$ cat config.mk
export PLATFORM = sky130hd
export DESIGN_NAME = oid_top
export DESIGN_NICKNAME = d
export VERILOG_FILES = /design/src/oid_pkg.sv /design/src/oid_ctl_if.sv /design/src/oid_channel.sv /design/src/oid_irq.sv /design/src/oid_top.sv
export SDC_FILE = /design/constraint.sdc
export NUM_CORES = 1
export LEC_CHECK = 0
export ABC_AREA = 1
export BUFFER_PORTS_ARGS = -buffer_cell sky130_fd_sc_hd__buf_4
export CAP_MARGIN = 40
export CELL_PAD_IN_SITES_DETAIL_PLACEMENT = 1
export CELL_PAD_IN_SITES_GLOBAL_PLACEMENT = 1
export CORE_MARGIN = 10
export CORE_UTILIZATION = 30
export CTS_CLUSTER_DIAMETER = 150
export DETAILED_ROUTE_END_ITERATION = 6
export GPL_ROUTABILITY_DRIVEN = 0
export PLACE_DENSITY_LB_ADDON = 0.1
export SYNTH_ARGS = -nofsm -noshare
export SYNTH_HDL_FRONTEND = slang
export SYNTH_SLANG_ARGS = --single-unit
$ cat constraint.sdc
create_clock -name aclk -period 5.55 [get_ports aclk]
set_input_delay 1.3875 -clock aclk [delete_from_list [all_inputs] [get_ports aclk]]
set_output_delay 1.3875 -clock aclk [all_outputs]
set_load 0.02 [all_outputs]
$ cat src/oid_pkg.sv
// Constants and types shared by the open-input detector files
package oid_pkg;

    // Channel count and conversion code width
    localparam int NCH = 8;
    localparam int CODE_W = 18;

    // Register indices; the byte address on the bus is four times these
    localparam logic [7:0] IDX_ENABLE = 8'h23;
    localparam logic [7:0] IDX_FLAGS = 8'h24;
    localparam logic [7:0] IDX_COUNT = 8'h2c;
    localparam logic [7:0] IDX_MASK = 8'h30;
    localparam logic [7:0] IDX_STATE = 8'h31;

    // Byte addresses on the register bus
    localparam int ADDR_W = 8;
    localparam logic [7:0] ADDR_ENABLE = {IDX_ENABLE[5:0], 2'b00};
    localparam logic [7:0] ADDR_FLAGS = {IDX_FLAGS[5:0], 2'b00};
    localparam logic [7:0] ADDR_COUNT = {IDX_COUNT[5:0], 2'b00};
    localparam logic [7:0] ADDR_MASK = {IDX_MASK[5:0], 2'b00};
    localparam logic [7:0] ADDR_STATE = {IDX_STATE[5:0], 2'b00};

    // Reset values
    localparam logic [7:0] COUNT_RST = 8'h00;
    localparam logic [7:0] ENABLE_RST = 8'h00;
    localparam logic [7:0] MASK_RST = 8'h00;
    localparam logic [7:0] FLAGS_RST = 8'h00;

    // Count register decode
    localparam logic [7:0] MODE_OFF = 8'h00;
    localparam logic [7:0] MODE_MANUAL = 8'h01;

    // Field positions in the state register
    localparam int ST_SWMODE_BIT = 8;
    localparam int ST_AUTO_BIT = 9;
    localparam int ST_MANUAL_BIT = 10;
    localparam int ST_IRQ_BIT = 11;

    // Bus responses
    localparam logic [1:0] RESP_OKAY = 2'h0;
    localparam logic [1:0] RESP_SLVERR = 2'h2;

    // Automatic check sequencer, one-hot
    typedef enum logic [3:0] {
        ST_IDLE = 4'h1,
        ST_SETTLE = 4'h2,
        ST_SAMPLE = 4'h4,
        ST_RESTORE = 4'h8
    } oid_state_t;

endpackage : oid_pkg

$ cat src/oid_ctl_if.sv
// Control bundle from the check sequencer to the channel trackers
`timescale 1ns/1ns
`default_nettype none
interface oid_ctl_if;
    logic conv_valid;
    logic auto_mode;
    logic [7:0] threshold;
    logic sample_now;
    logic check_end;

    modport ctl (output conv_valid, auto_mode, threshold, sample_now,
        check_end);
    modport chan (input conv_valid, auto_mode, threshold, sample_now,
        check_end);
endinterface : oid_ctl_if
`default_nettype wire

$ cat src/oid_channel.sv
// One channel: unchanged-code counter and shifted-code comparison
`timescale 1ns/1ns
`default_nettype none
module oid_channel (
    input wire logic aclk,
    input wire logic aresetn,
    oid_ctl_if.chan ctl,
    input wire logic [oid_pkg::CODE_W-1:0] code,
    input wire logic armed,
    input wire logic in_check,
    output logic req,
    output logic open_evt
);
    logic [oid_pkg::CODE_W-1:0] prev_r;
    logic [7:0] count_r;

    // Previous code is frozen during a check so it serves as reference
    always_ff @(posedge aclk) begin
        if (!aresetn) begin
            prev_r <= '0;
        end else if (ctl.conv_valid && (!in_check || ctl.check_end)) begin
            prev_r <= code;
        end
    end

    // Unchanged-conversion counter, saturating at the threshold
    always_ff @(posedge aclk) begin
        if (!aresetn) begin
            count_r <= 8'h00;
        end else if (!armed || ctl.check_end) begin
            count_r <= 8'h00;
        end else if (ctl.conv_valid && !in_check) begin
            if (code != prev_r) begin
                count_r <= 8'h00;
            end else if (count_r < ctl.threshold) begin
                count_r <= count_r + 8'h01;
            end
        end
    end

    // Request a check once enough repeats are seen
    assign req = armed && ctl.auto_mode && !in_check &&
        (count_r >= ctl.threshold);
    // Code moved with the common mode shifted: input is open
    assign open_evt = in_check && ctl.sample_now &&
        (code != prev_r);
endmodule : oid_channel
`default_nettype wire

$ cat src/oid_irq.sv
// Sticky open flags, read-to-clear, masked onto one interrupt level
`timescale 1ns/1ns
`default_nettype none
module oid_irq (
    input wire logic aclk,
    input wire logic aresetn,
    input wire logic [7:0] set_evt,
    input wire logic rd_clr,
    input wire logic [7:0] mask,
    output logic [7:0] status,
    output logic irq
);
    logic [7:0] status_nxt;

    // New events win over a clearing read in the same cycle
    assign status_nxt = (rd_clr ? 8'h00 : status) | set_evt;

    // Sticky flag storage
    always_ff @(posedge aclk) begin
        if (!aresetn) begin
            status <= oid_pkg::FLAGS_RST;
        end else begin
            status <= status_nxt;
        end
    end

    // Registered interrupt level
    always_ff @(posedge aclk) begin
        if (!aresetn) begin
            irq <= 1'b0;
        end else begin
            irq <= |(status_nxt & mask);
        end
    end
endmodule : oid_irq
`default_nettype wire

$ cat src/oid_top.sv
// Open-input detector: register slave, mode decode and check sequencer
// Functional notes
// - A count register value above one selects automatic detection.
// - Count zero disables, one is manual, two upward is automatic.
// - In automatic mode the count is the repeats needed before a check starts.
// - Enough unchanged codes start a check with no software command.
// - A check shifts common mode, samples output, then restores it.
// - A code change under shifted common mode sets that channel's flag.
// - Per-channel enable bits select which channels are checked.
// - Registers are reachable only while all oversampling pins are high.
// - In manual mode each enable bit drives its common-mode shift.
// - Detection only acts on channels set to bipolar ranges.
//
// Chosen here: register access over AXI4-Lite.
`timescale 1ns/1ns
`default_nettype none
module oid_top (
    input wire logic aclk,
    input wire logic aresetn,
    // Register bus
    input wire logic [oid_pkg::ADDR_W-1:0] s_axi_awaddr,
    input wire logic s_axi_awvalid,
    output logic s_axi_awready,
    input wire logic [31:0] s_axi_wdata,
    input wire logic [3:0] s_axi_wstrb,
    input wire logic s_axi_wvalid,
    output logic s_axi_wready,
    output logic [1:0] s_axi_bresp,
    output logic s_axi_bvalid,
    input wire logic s_axi_bready,
    input wire logic [oid_pkg::ADDR_W-1:0] s_axi_araddr,
    input wire logic s_axi_arvalid,
    output logic s_axi_arready,
    output logic [31:0] s_axi_rdata,
    output logic [1:0] s_axi_rresp,
    output logic s_axi_rvalid,
    input wire logic s_axi_rready,
    // Converter side
    input wire logic [2:0] oversampling_select_pins,
    input wire logic [7:0] channel_bipolar,
    input wire logic conv_valid,
    input wire logic [oid_pkg::NCH*oid_pkg::CODE_W-1:0] conv_codes,
    output logic [7:0] cm_shift,
    output logic irq
);
    // Register and bus state
    logic [7:0] enable_r;
    logic [7:0] count_r;
    logic [7:0] mask_r;
    logic aw_full_r;
    logic [oid_pkg::ADDR_W-1:0] awaddr_r;
    logic w_full_r;
    logic [7:0] wdata_r;
    logic wstrb0_r;
    logic awready_r;
    logic wready_r;
    logic bvalid_r;
    logic [1:0] bresp_r;
    logic arready_r;
    logic rvalid_r;
    logic [31:0] rdata_r;
    logic [1:0] rresp_r;
    logic [7:0] cm_shift_r;

    // Sequencer state
    oid_pkg::oid_state_t state_r;
    oid_pkg::oid_state_t state_nxt;
    logic [7:0] sel_r;
    logic [7:0] sel_nxt;

    // Decode and handshake terms
    logic sw_mode;
    logic auto_mode;
    logic manual_mode;
    logic aw_hs;
    logic w_hs;
    logic ar_hs;
    logic wr_do;
    logic aw_full_nxt;
    logic w_full_nxt;
    logic rvalid_nxt;
    logic flags_rd_clr;
    logic [7:0] armed;
    logic [7:0] req;
    logic [7:0] open_evt;
    logic [7:0] flags;
    logic irq_w;

    oid_ctl_if ctl ();

    // Registers open only in software mode
    assign sw_mode = &oversampling_select_pins;

    // Count register doubles as mode select
    assign auto_mode = (count_r > oid_pkg::MODE_MANUAL);
    assign manual_mode = (count_r == oid_pkg::MODE_MANUAL);

    // Only enabled bipolar channels take part in automatic checks
    assign armed = enable_r & channel_bipolar
        & {8{auto_mode}};

    // Handshakes on the bus
    assign aw_hs = s_axi_awvalid && awready_r;
    assign w_hs = s_axi_wvalid && wready_r;
    assign ar_hs = s_axi_arvalid && arready_r;
    assign wr_do = aw_full_r && w_full_r && !bvalid_r;

    // Address and data may arrive in either order
    assign aw_full_nxt = wr_do ? 1'b0 : (aw_full_r || aw_hs);
    assign w_full_nxt = wr_do ? 1'b0 : (w_full_r || w_hs);
    assign rvalid_nxt = ar_hs ? 1'b1 : (rvalid_r && !s_axi_rready);

    // Flags clear on an accepted read of the flag register
    assign flags_rd_clr = ar_hs && sw_mode &&
        (s_axi_araddr == oid_pkg::ADDR_FLAGS);

    // Write channel holding registers
    always_ff @(posedge aclk) begin
        if (!aresetn) begin
            aw_full_r <= 1'b0;
            awaddr_r <= '0;
            w_full_r <= 1'b0;
            wdata_r <= 8'h00;
            wstrb0_r <= 1'b0;
        end else begin
            aw_full_r <= aw_full_nxt;
            w_full_r <= w_full_nxt;
            if (aw_hs) begin
                awaddr_r <= s_axi_awaddr;
            end
            if (w_hs) begin
                wdata_r <= s_axi_wdata[7:0];
                wstrb0_r <= s_axi_wstrb[0];
            end
        end
    end

    // Ready flags come from flops; one write is held at a time
    always_ff @(posedge aclk) begin
        if (!aresetn) begin
            awready_r <= 1'b0;
            wready_r <= 1'b0;
            arready_r <= 1'b0;
        end else begin
            awready_r <= !aw_full_nxt;
            wready_r <= !w_full_nxt;
            arready_r <= !rvalid_nxt;
        end
    end

    // Write response; outside software mode the write is refused
    always_ff @(posedge aclk) begin
        if (!aresetn) begin
            bvalid_r <= 1'b0;
            bresp_r <= oid_pkg::RESP_OKAY;
        end else if (wr_do) begin
            bvalid_r <= 1'b1;
            if (!sw_mode) begin
                bresp_r <= oid_pkg::RESP_SLVERR;
            end else begin
                case (awaddr_r)
                    oid_pkg::ADDR_ENABLE,
                    oid_pkg::ADDR_COUNT,
                    oid_pkg::ADDR_MASK,
                    oid_pkg::ADDR_FLAGS,
                    oid_pkg::ADDR_STATE: begin
                        bresp_r <= oid_pkg::RESP_OKAY;
                    end
                    default: begin
                        bresp_r <= oid_pkg::RESP_SLVERR;
                    end
                endcase
            end
        end else if (s_axi_bready) begin
            bvalid_r <= 1'b0;
        end
    end

    // Writable registers; flag and state words are read-only
    always_ff @(posedge aclk) begin
        if (!aresetn) begin
            enable_r <= oid_pkg::ENABLE_RST;
            count_r <= oid_pkg::COUNT_RST;
            mask_r <= oid_pkg::MASK_RST;
        end else if (wr_do && sw_mode && wstrb0_r) begin
            case (awaddr_r)
                oid_pkg::ADDR_ENABLE: begin
                    enable_r <= wdata_r;
                end
                oid_pkg::ADDR_COUNT: begin
                    count_r <= wdata_r;
                end
                oid_pkg::ADDR_MASK: begin
                    mask_r <= wdata_r;
                end
                default: begin
                    enable_r <= enable_r;
                end
            endcase
        end
    end

    // Read data is captured when the address is taken
    always_ff @(posedge aclk) begin
        if (!aresetn) begin
            rvalid_r <= 1'b0;
            rdata_r <= 32'h0000_0000;
            rresp_r <= oid_pkg::RESP_OKAY;
        end else begin
            rvalid_r <= rvalid_nxt;
            if (ar_hs) begin
                rdata_r <= 32'h0000_0000;
                rresp_r <= oid_pkg::RESP_OKAY;
                if (!sw_mode) begin
                    rresp_r <= oid_pkg::RESP_SLVERR;
                end else begin
                    case (s_axi_araddr)
                        oid_pkg::ADDR_ENABLE: begin
                            rdata_r[7:0] <= enable_r;
                        end
                        oid_pkg::ADDR_FLAGS: begin
                            rdata_r[7:0] <= flags;
                        end
                        oid_pkg::ADDR_COUNT: begin
                            rdata_r[7:0] <= count_r;
                        end
                        oid_pkg::ADDR_MASK: begin
                            rdata_r[7:0] <= mask_r;
                        end
                        oid_pkg::ADDR_STATE: begin
                            rdata_r[3:0] <= state_r;
                            rdata_r[oid_pkg::ST_SWMODE_BIT] <= sw_mode;
                            rdata_r[oid_pkg::ST_AUTO_BIT] <= auto_mode;
                            rdata_r[oid_pkg::ST_MANUAL_BIT] <= manual_mode;
                            rdata_r[oid_pkg::ST_IRQ_BIT] <= irq_w;
                        end
                        default: begin
                            rresp_r <= oid_pkg::RESP_SLVERR;
                        end
                    endcase
                end
            end
        end
    end

    // Check sequencer: shift, let it settle, sample, restore and settle
    always_comb begin
        state_nxt = state_r;
        sel_nxt = sel_r;
        case (state_r)
            oid_pkg::ST_IDLE: begin
                if (|req) begin
                    state_nxt = oid_pkg::ST_SETTLE;
                    sel_nxt = req;
                end
            end
            oid_pkg::ST_SETTLE: begin
                // First conversion after the shift may predate it
                if (!auto_mode) begin
                    state_nxt = oid_pkg::ST_RESTORE;
                end else if (conv_valid) begin
                    state_nxt = oid_pkg::ST_SAMPLE;
                end
            end
            oid_pkg::ST_SAMPLE: begin
                if (!auto_mode || conv_valid) begin
                    state_nxt = oid_pkg::ST_RESTORE;
                end
            end
            oid_pkg::ST_RESTORE: begin
                // One conversion at normal common mode resyncs channels
                if (conv_valid) begin
                    state_nxt = oid_pkg::ST_IDLE;
                    sel_nxt = 8'h00;
                end
            end
            default: begin
                state_nxt = oid_pkg::ST_IDLE;
                sel_nxt = 8'h00;
            end
        endcase
    end

    // Sequencer state flops
    always_ff @(posedge aclk) begin
        if (!aresetn) begin
            state_r <= oid_pkg::ST_IDLE;
            sel_r <= 8'h00;
        end else begin
            state_r <= state_nxt;
            sel_r <= sel_nxt;
        end
    end

    // Common-mode drive: manual follows enable bits, automatic the check
    always_ff @(posedge aclk) begin
        if (!aresetn) begin
            cm_shift_r <= 8'h00;
        end else if (manual_mode) begin
            cm_shift_r <= enable_r & channel_bipolar;
        end else if (state_nxt == oid_pkg::ST_SETTLE ||
                state_nxt == oid_pkg::ST_SAMPLE) begin
            cm_shift_r <= sel_nxt & channel_bipolar;
        end else begin
            cm_shift_r <= 8'h00;
        end
    end

    // Shared control to the channel trackers
    assign ctl.conv_valid = conv_valid;
    assign ctl.auto_mode = auto_mode;
    assign ctl.threshold = count_r;
    assign ctl.sample_now = conv_valid && state_r == oid_pkg::ST_SAMPLE
        && auto_mode;
    assign ctl.check_end = conv_valid &&
        state_r == oid_pkg::ST_RESTORE;

    // One tracker per channel
    for (genvar i = 0; i < oid_pkg::NCH; i++) begin : g_chan
        oid_channel u_chan (
            .aclk(aclk),
            .aresetn(aresetn),
            .ctl(ctl.chan),
            .code(conv_codes[i*oid_pkg::CODE_W +: oid_pkg::CODE_W]),
            .armed(armed[i]),
            .in_check(sel_r[i]),
            .req(req[i]),
            .open_evt(open_evt[i])
        );
    end

    // Open flags and the interrupt
    oid_irq u_irq (
        .aclk(aclk),
        .aresetn(aresetn),
        .set_evt(open_evt),
        .rd_clr(flags_rd_clr),
        .mask(mask_r),
        .status(flags),
        .irq(irq_w)
    );

    // Port drive
    assign s_axi_awready = awready_r;
    assign s_axi_wready = wready_r;
    assign s_axi_bvalid = bvalid_r;
    assign s_axi_bresp = bresp_r;
    assign s_axi_arready = arready_r;
    assign s_axi_rvalid = rvalid_r;
    assign s_axi_rdata = rdata_r;
    assign s_axi_rresp = rresp_r;
    assign cm_shift = cm_shift_r;
    assign irq = irq_w;
endmodule : oid_top
`default_nettype wire

==> results.txt <==
Root Driver - clkbuf_16
Peak Freq - 299 MHz
# clock sinks - 299
worst rel slew slack - 42.5%
GRT Residual Overflow - 0
critical path arrival - 3780 ps
mapped cell area - 15600 um2
Post-synth EDFFs - 0
Critical Path RT - 5980 ps
hold-fix buffers at CTS - 0
DP HPWL - 39100 um
compound-gate portion of the synthesized area - 14.9%
syn avg cell area - 7.09 um2
max-cap violations - 0
Clock Latency Late Sink - 560 ps
CTS tree - built
core area - 51300 um2
ys async rst share - 0%
R2R Setup Slk - 2620 ps
Final Hold Violating Endpoints - 0
Hold Crit Depth - 2
initial core utilization - 30.3%
Top Ports - 265
Peak VDD IR - 0.213 mV
Slew @ Worst Pin - 860 ps
vias in the first global route - 15.6k
Post-CTS Setup Inserts - 0
final worst path period need - 3340 ps
critical path peak fanout - 20
total global routing track utilization - 16.8%
Post-Layout Inst Area - 19000 um2
synth unique cells - 47
final hold slack - 469 ps
RSZ-0062 raised after global routing - false
mux contribution to synthesized area - 0%
initial DRC count - 613
pwr/cell area - 278 nW/um2
die area - 61400 um2
final core utilization - 37.1%
synthesized flop and latch total - 299
FF-to-FF Start - count_r[5]
Nets - 2690
drt drc - 0
DR WL/cell - 16.7 um
RR Endpoint - cm_shift[5]
Pleak - 8.40 nW
largest family of logic cells by synthesized area - simple AND/OR/NAND/NOR gates
vias - 14.9k
sequential element share of the synthesized area - 38.5%
initial antenna violation count - 3
Hold Path Class - reg -> reg
Initial DRT Pass Iterations - 5
YS warnings - 0
hold path start - s_axi_rdata[4]
CTS clk-pin slew, worst paths - 60 ps
XOR/XNOR Fraction of Synth Area - 6.02%
Synth Instances - 2195
Post-Synth Simple-Gate Area - 26.7%
H-tree Lvls - 2
Synth top area share - 38.5%
Synth Area in Adders - 5.79%
worst r2r path cells - 14
Area Overhead vs Synth - 22.4%
max-slew violations - 0
Crit Path Class - in -> reg
Routed Wire Length - 52100 um
num rows - 83
CP Capture Type - flop
clk buf depth - 3
crit share post-route - 60.3%
DIE HEIGHT - 248 um
Setup Skew - 19.8 ps
Hold EP - s_axi_rdata[4]
Vias/cell - 4.78
status - finished clean
die width - 248 um
largest net degree at the start of global routing - 88
first-pass GRT wire length - 83200 um
final setup TNS - 0 ps
layout cell share with drive strength beyond 1 - 13.5%
post-CTS sizing - 0
Detail Route Antenna Nets - 0
Final setup viols - 0
dominant cells by area after synthesis - dfxtp_1 38%, nor2_1 10%, nand2_1 8.5%, o21ai_0 6.6%, ha_1 5.8%
port bufs - 215
Area after DPL - 17800 um2
cell taking the most area after synthesis - dfxtp_1
CTS Buf Count - 39
CP startpoint kind - primary input
ys flop type - dfxtp_1
## final cells by class
cell class	count	area, um2
repair buffers	223	1680
inverters	230	863
clock inverters	10	92.6
multi-input cells	1610	8400
diodes	2	5.00
fillers	6452	32300
clock buffers	62	1170
well taps	680	851
flip-flops and latches	299	5990
## synthesized netlist by cell type (all sizes together) (3+ instances only)
master and count:
a211oi 16, a21o 6, a21oi 166, and3 4, buf 31, clkbuf 46, dfxtp 299, ha 72
inv 229, nand2 354, nand3 75, nand4 44, nor2 421, nor3 42, nor3b 7, nor4 10
o2111ai 14, o211ai 7, o21ai 206, o21bai 3, o221a 3, or2 21, xnor2 69, xor2 38
## worst max-delay path, cell delays in order
cell and delay, ps:
buf_4 100, inv_1 230, nor2_1 400, inv_1 80
nand2_1 540, clkinv_1 640, o21ai_0 340, a21oi_1 60
## worst max-delay path by stage
stage                          startpoint                          to  slack (ps)  depth (start not counted)
after floorplan           s_axi_araddr[1]                   u_irq.irq        2790                         10
after CTS                      conv_valid  g_chan[6].u_chan.prev_r[7]        2220                          8
after global routing           conv_valid  g_chan[6].u_chan.prev_r[7]        1950                          8
after detailed placement       conv_valid  g_chan[7].u_chan.prev_r[8]        1610                          8
final                          conv_valid  g_chan[6].u_chan.prev_r[7]        2210                          8
after global placement         conv_valid  g_chan[6].u_chan.prev_r[7]        1620                          8
## flip-flops by register name, summed over array words and instances (netlist names), 4 cells and up
name                   flops
g_chan.u_chan.count_r     64
wdata_r                    8
u_irq.status               8
enable_r                   8
state_r                    4
cm_shift                   8
count_r                    8
sel_r                      8
mask_r                     8
awaddr_r                   8
s_axi_rdata               12
g_chan.u_chan.prev_r     144
## power by group
part           switching [mW]  leakage, nW  internal (mW)
clock                    1.01        0.622           1.50
combinational           0.282         5.33          0.218
sequential             0.0497         2.45           2.24
total                    1.34         8.40           3.95
## logic make-up after synthesis
kind of cell,count (synthesis)
other cells,1
buf+inv,307
simple gates,980
xor+xnor,107
fa+ha+maj,72
flops,299
compound gates,429
## per-layer routing
layer	track usage, %	share of wire [%]
met5	0	0.065
met4	4.46	2.0
met3	4.06	5.2
met2	28.8	48
met1	20.7	45
## per-stage QoR
step	worst slack [ps]	std cells	total power, mW
after floorplan	2790	2216	2.62
after global placement	1620	3039	2.82
after detailed placement	1610	3042	2.84
after CTS	2220	3114	5.40
after global routing	1950	3114	5.56
final	2210	3116	5.29
## placed cells by master, fill, tap and decap left out, types with 6 or more instances in the layout
master / count
a21oi_1: 165
or2_2: 21
dfxtp_1: 299
nor3_1: 37
clkbuf_1: 13
nand3_1: 71
conb_1: 22
nand4_1: 44
o21ai_0: 206
xnor2_1: 69
nor3b_1: 6
nor2_1: 417
a21o_1: 6
o211ai_1: 7
a211oi_1: 16
buf_4: 222
clkbuf_16: 40
inv_1: 224
o2111ai_1: 14
ha_1: 72
nand2_1: 353
clkbuf_8: 9
nor4_1: 8
xor2_1: 38
clkinv_2: 6
(Power assumes the default switching activity.)
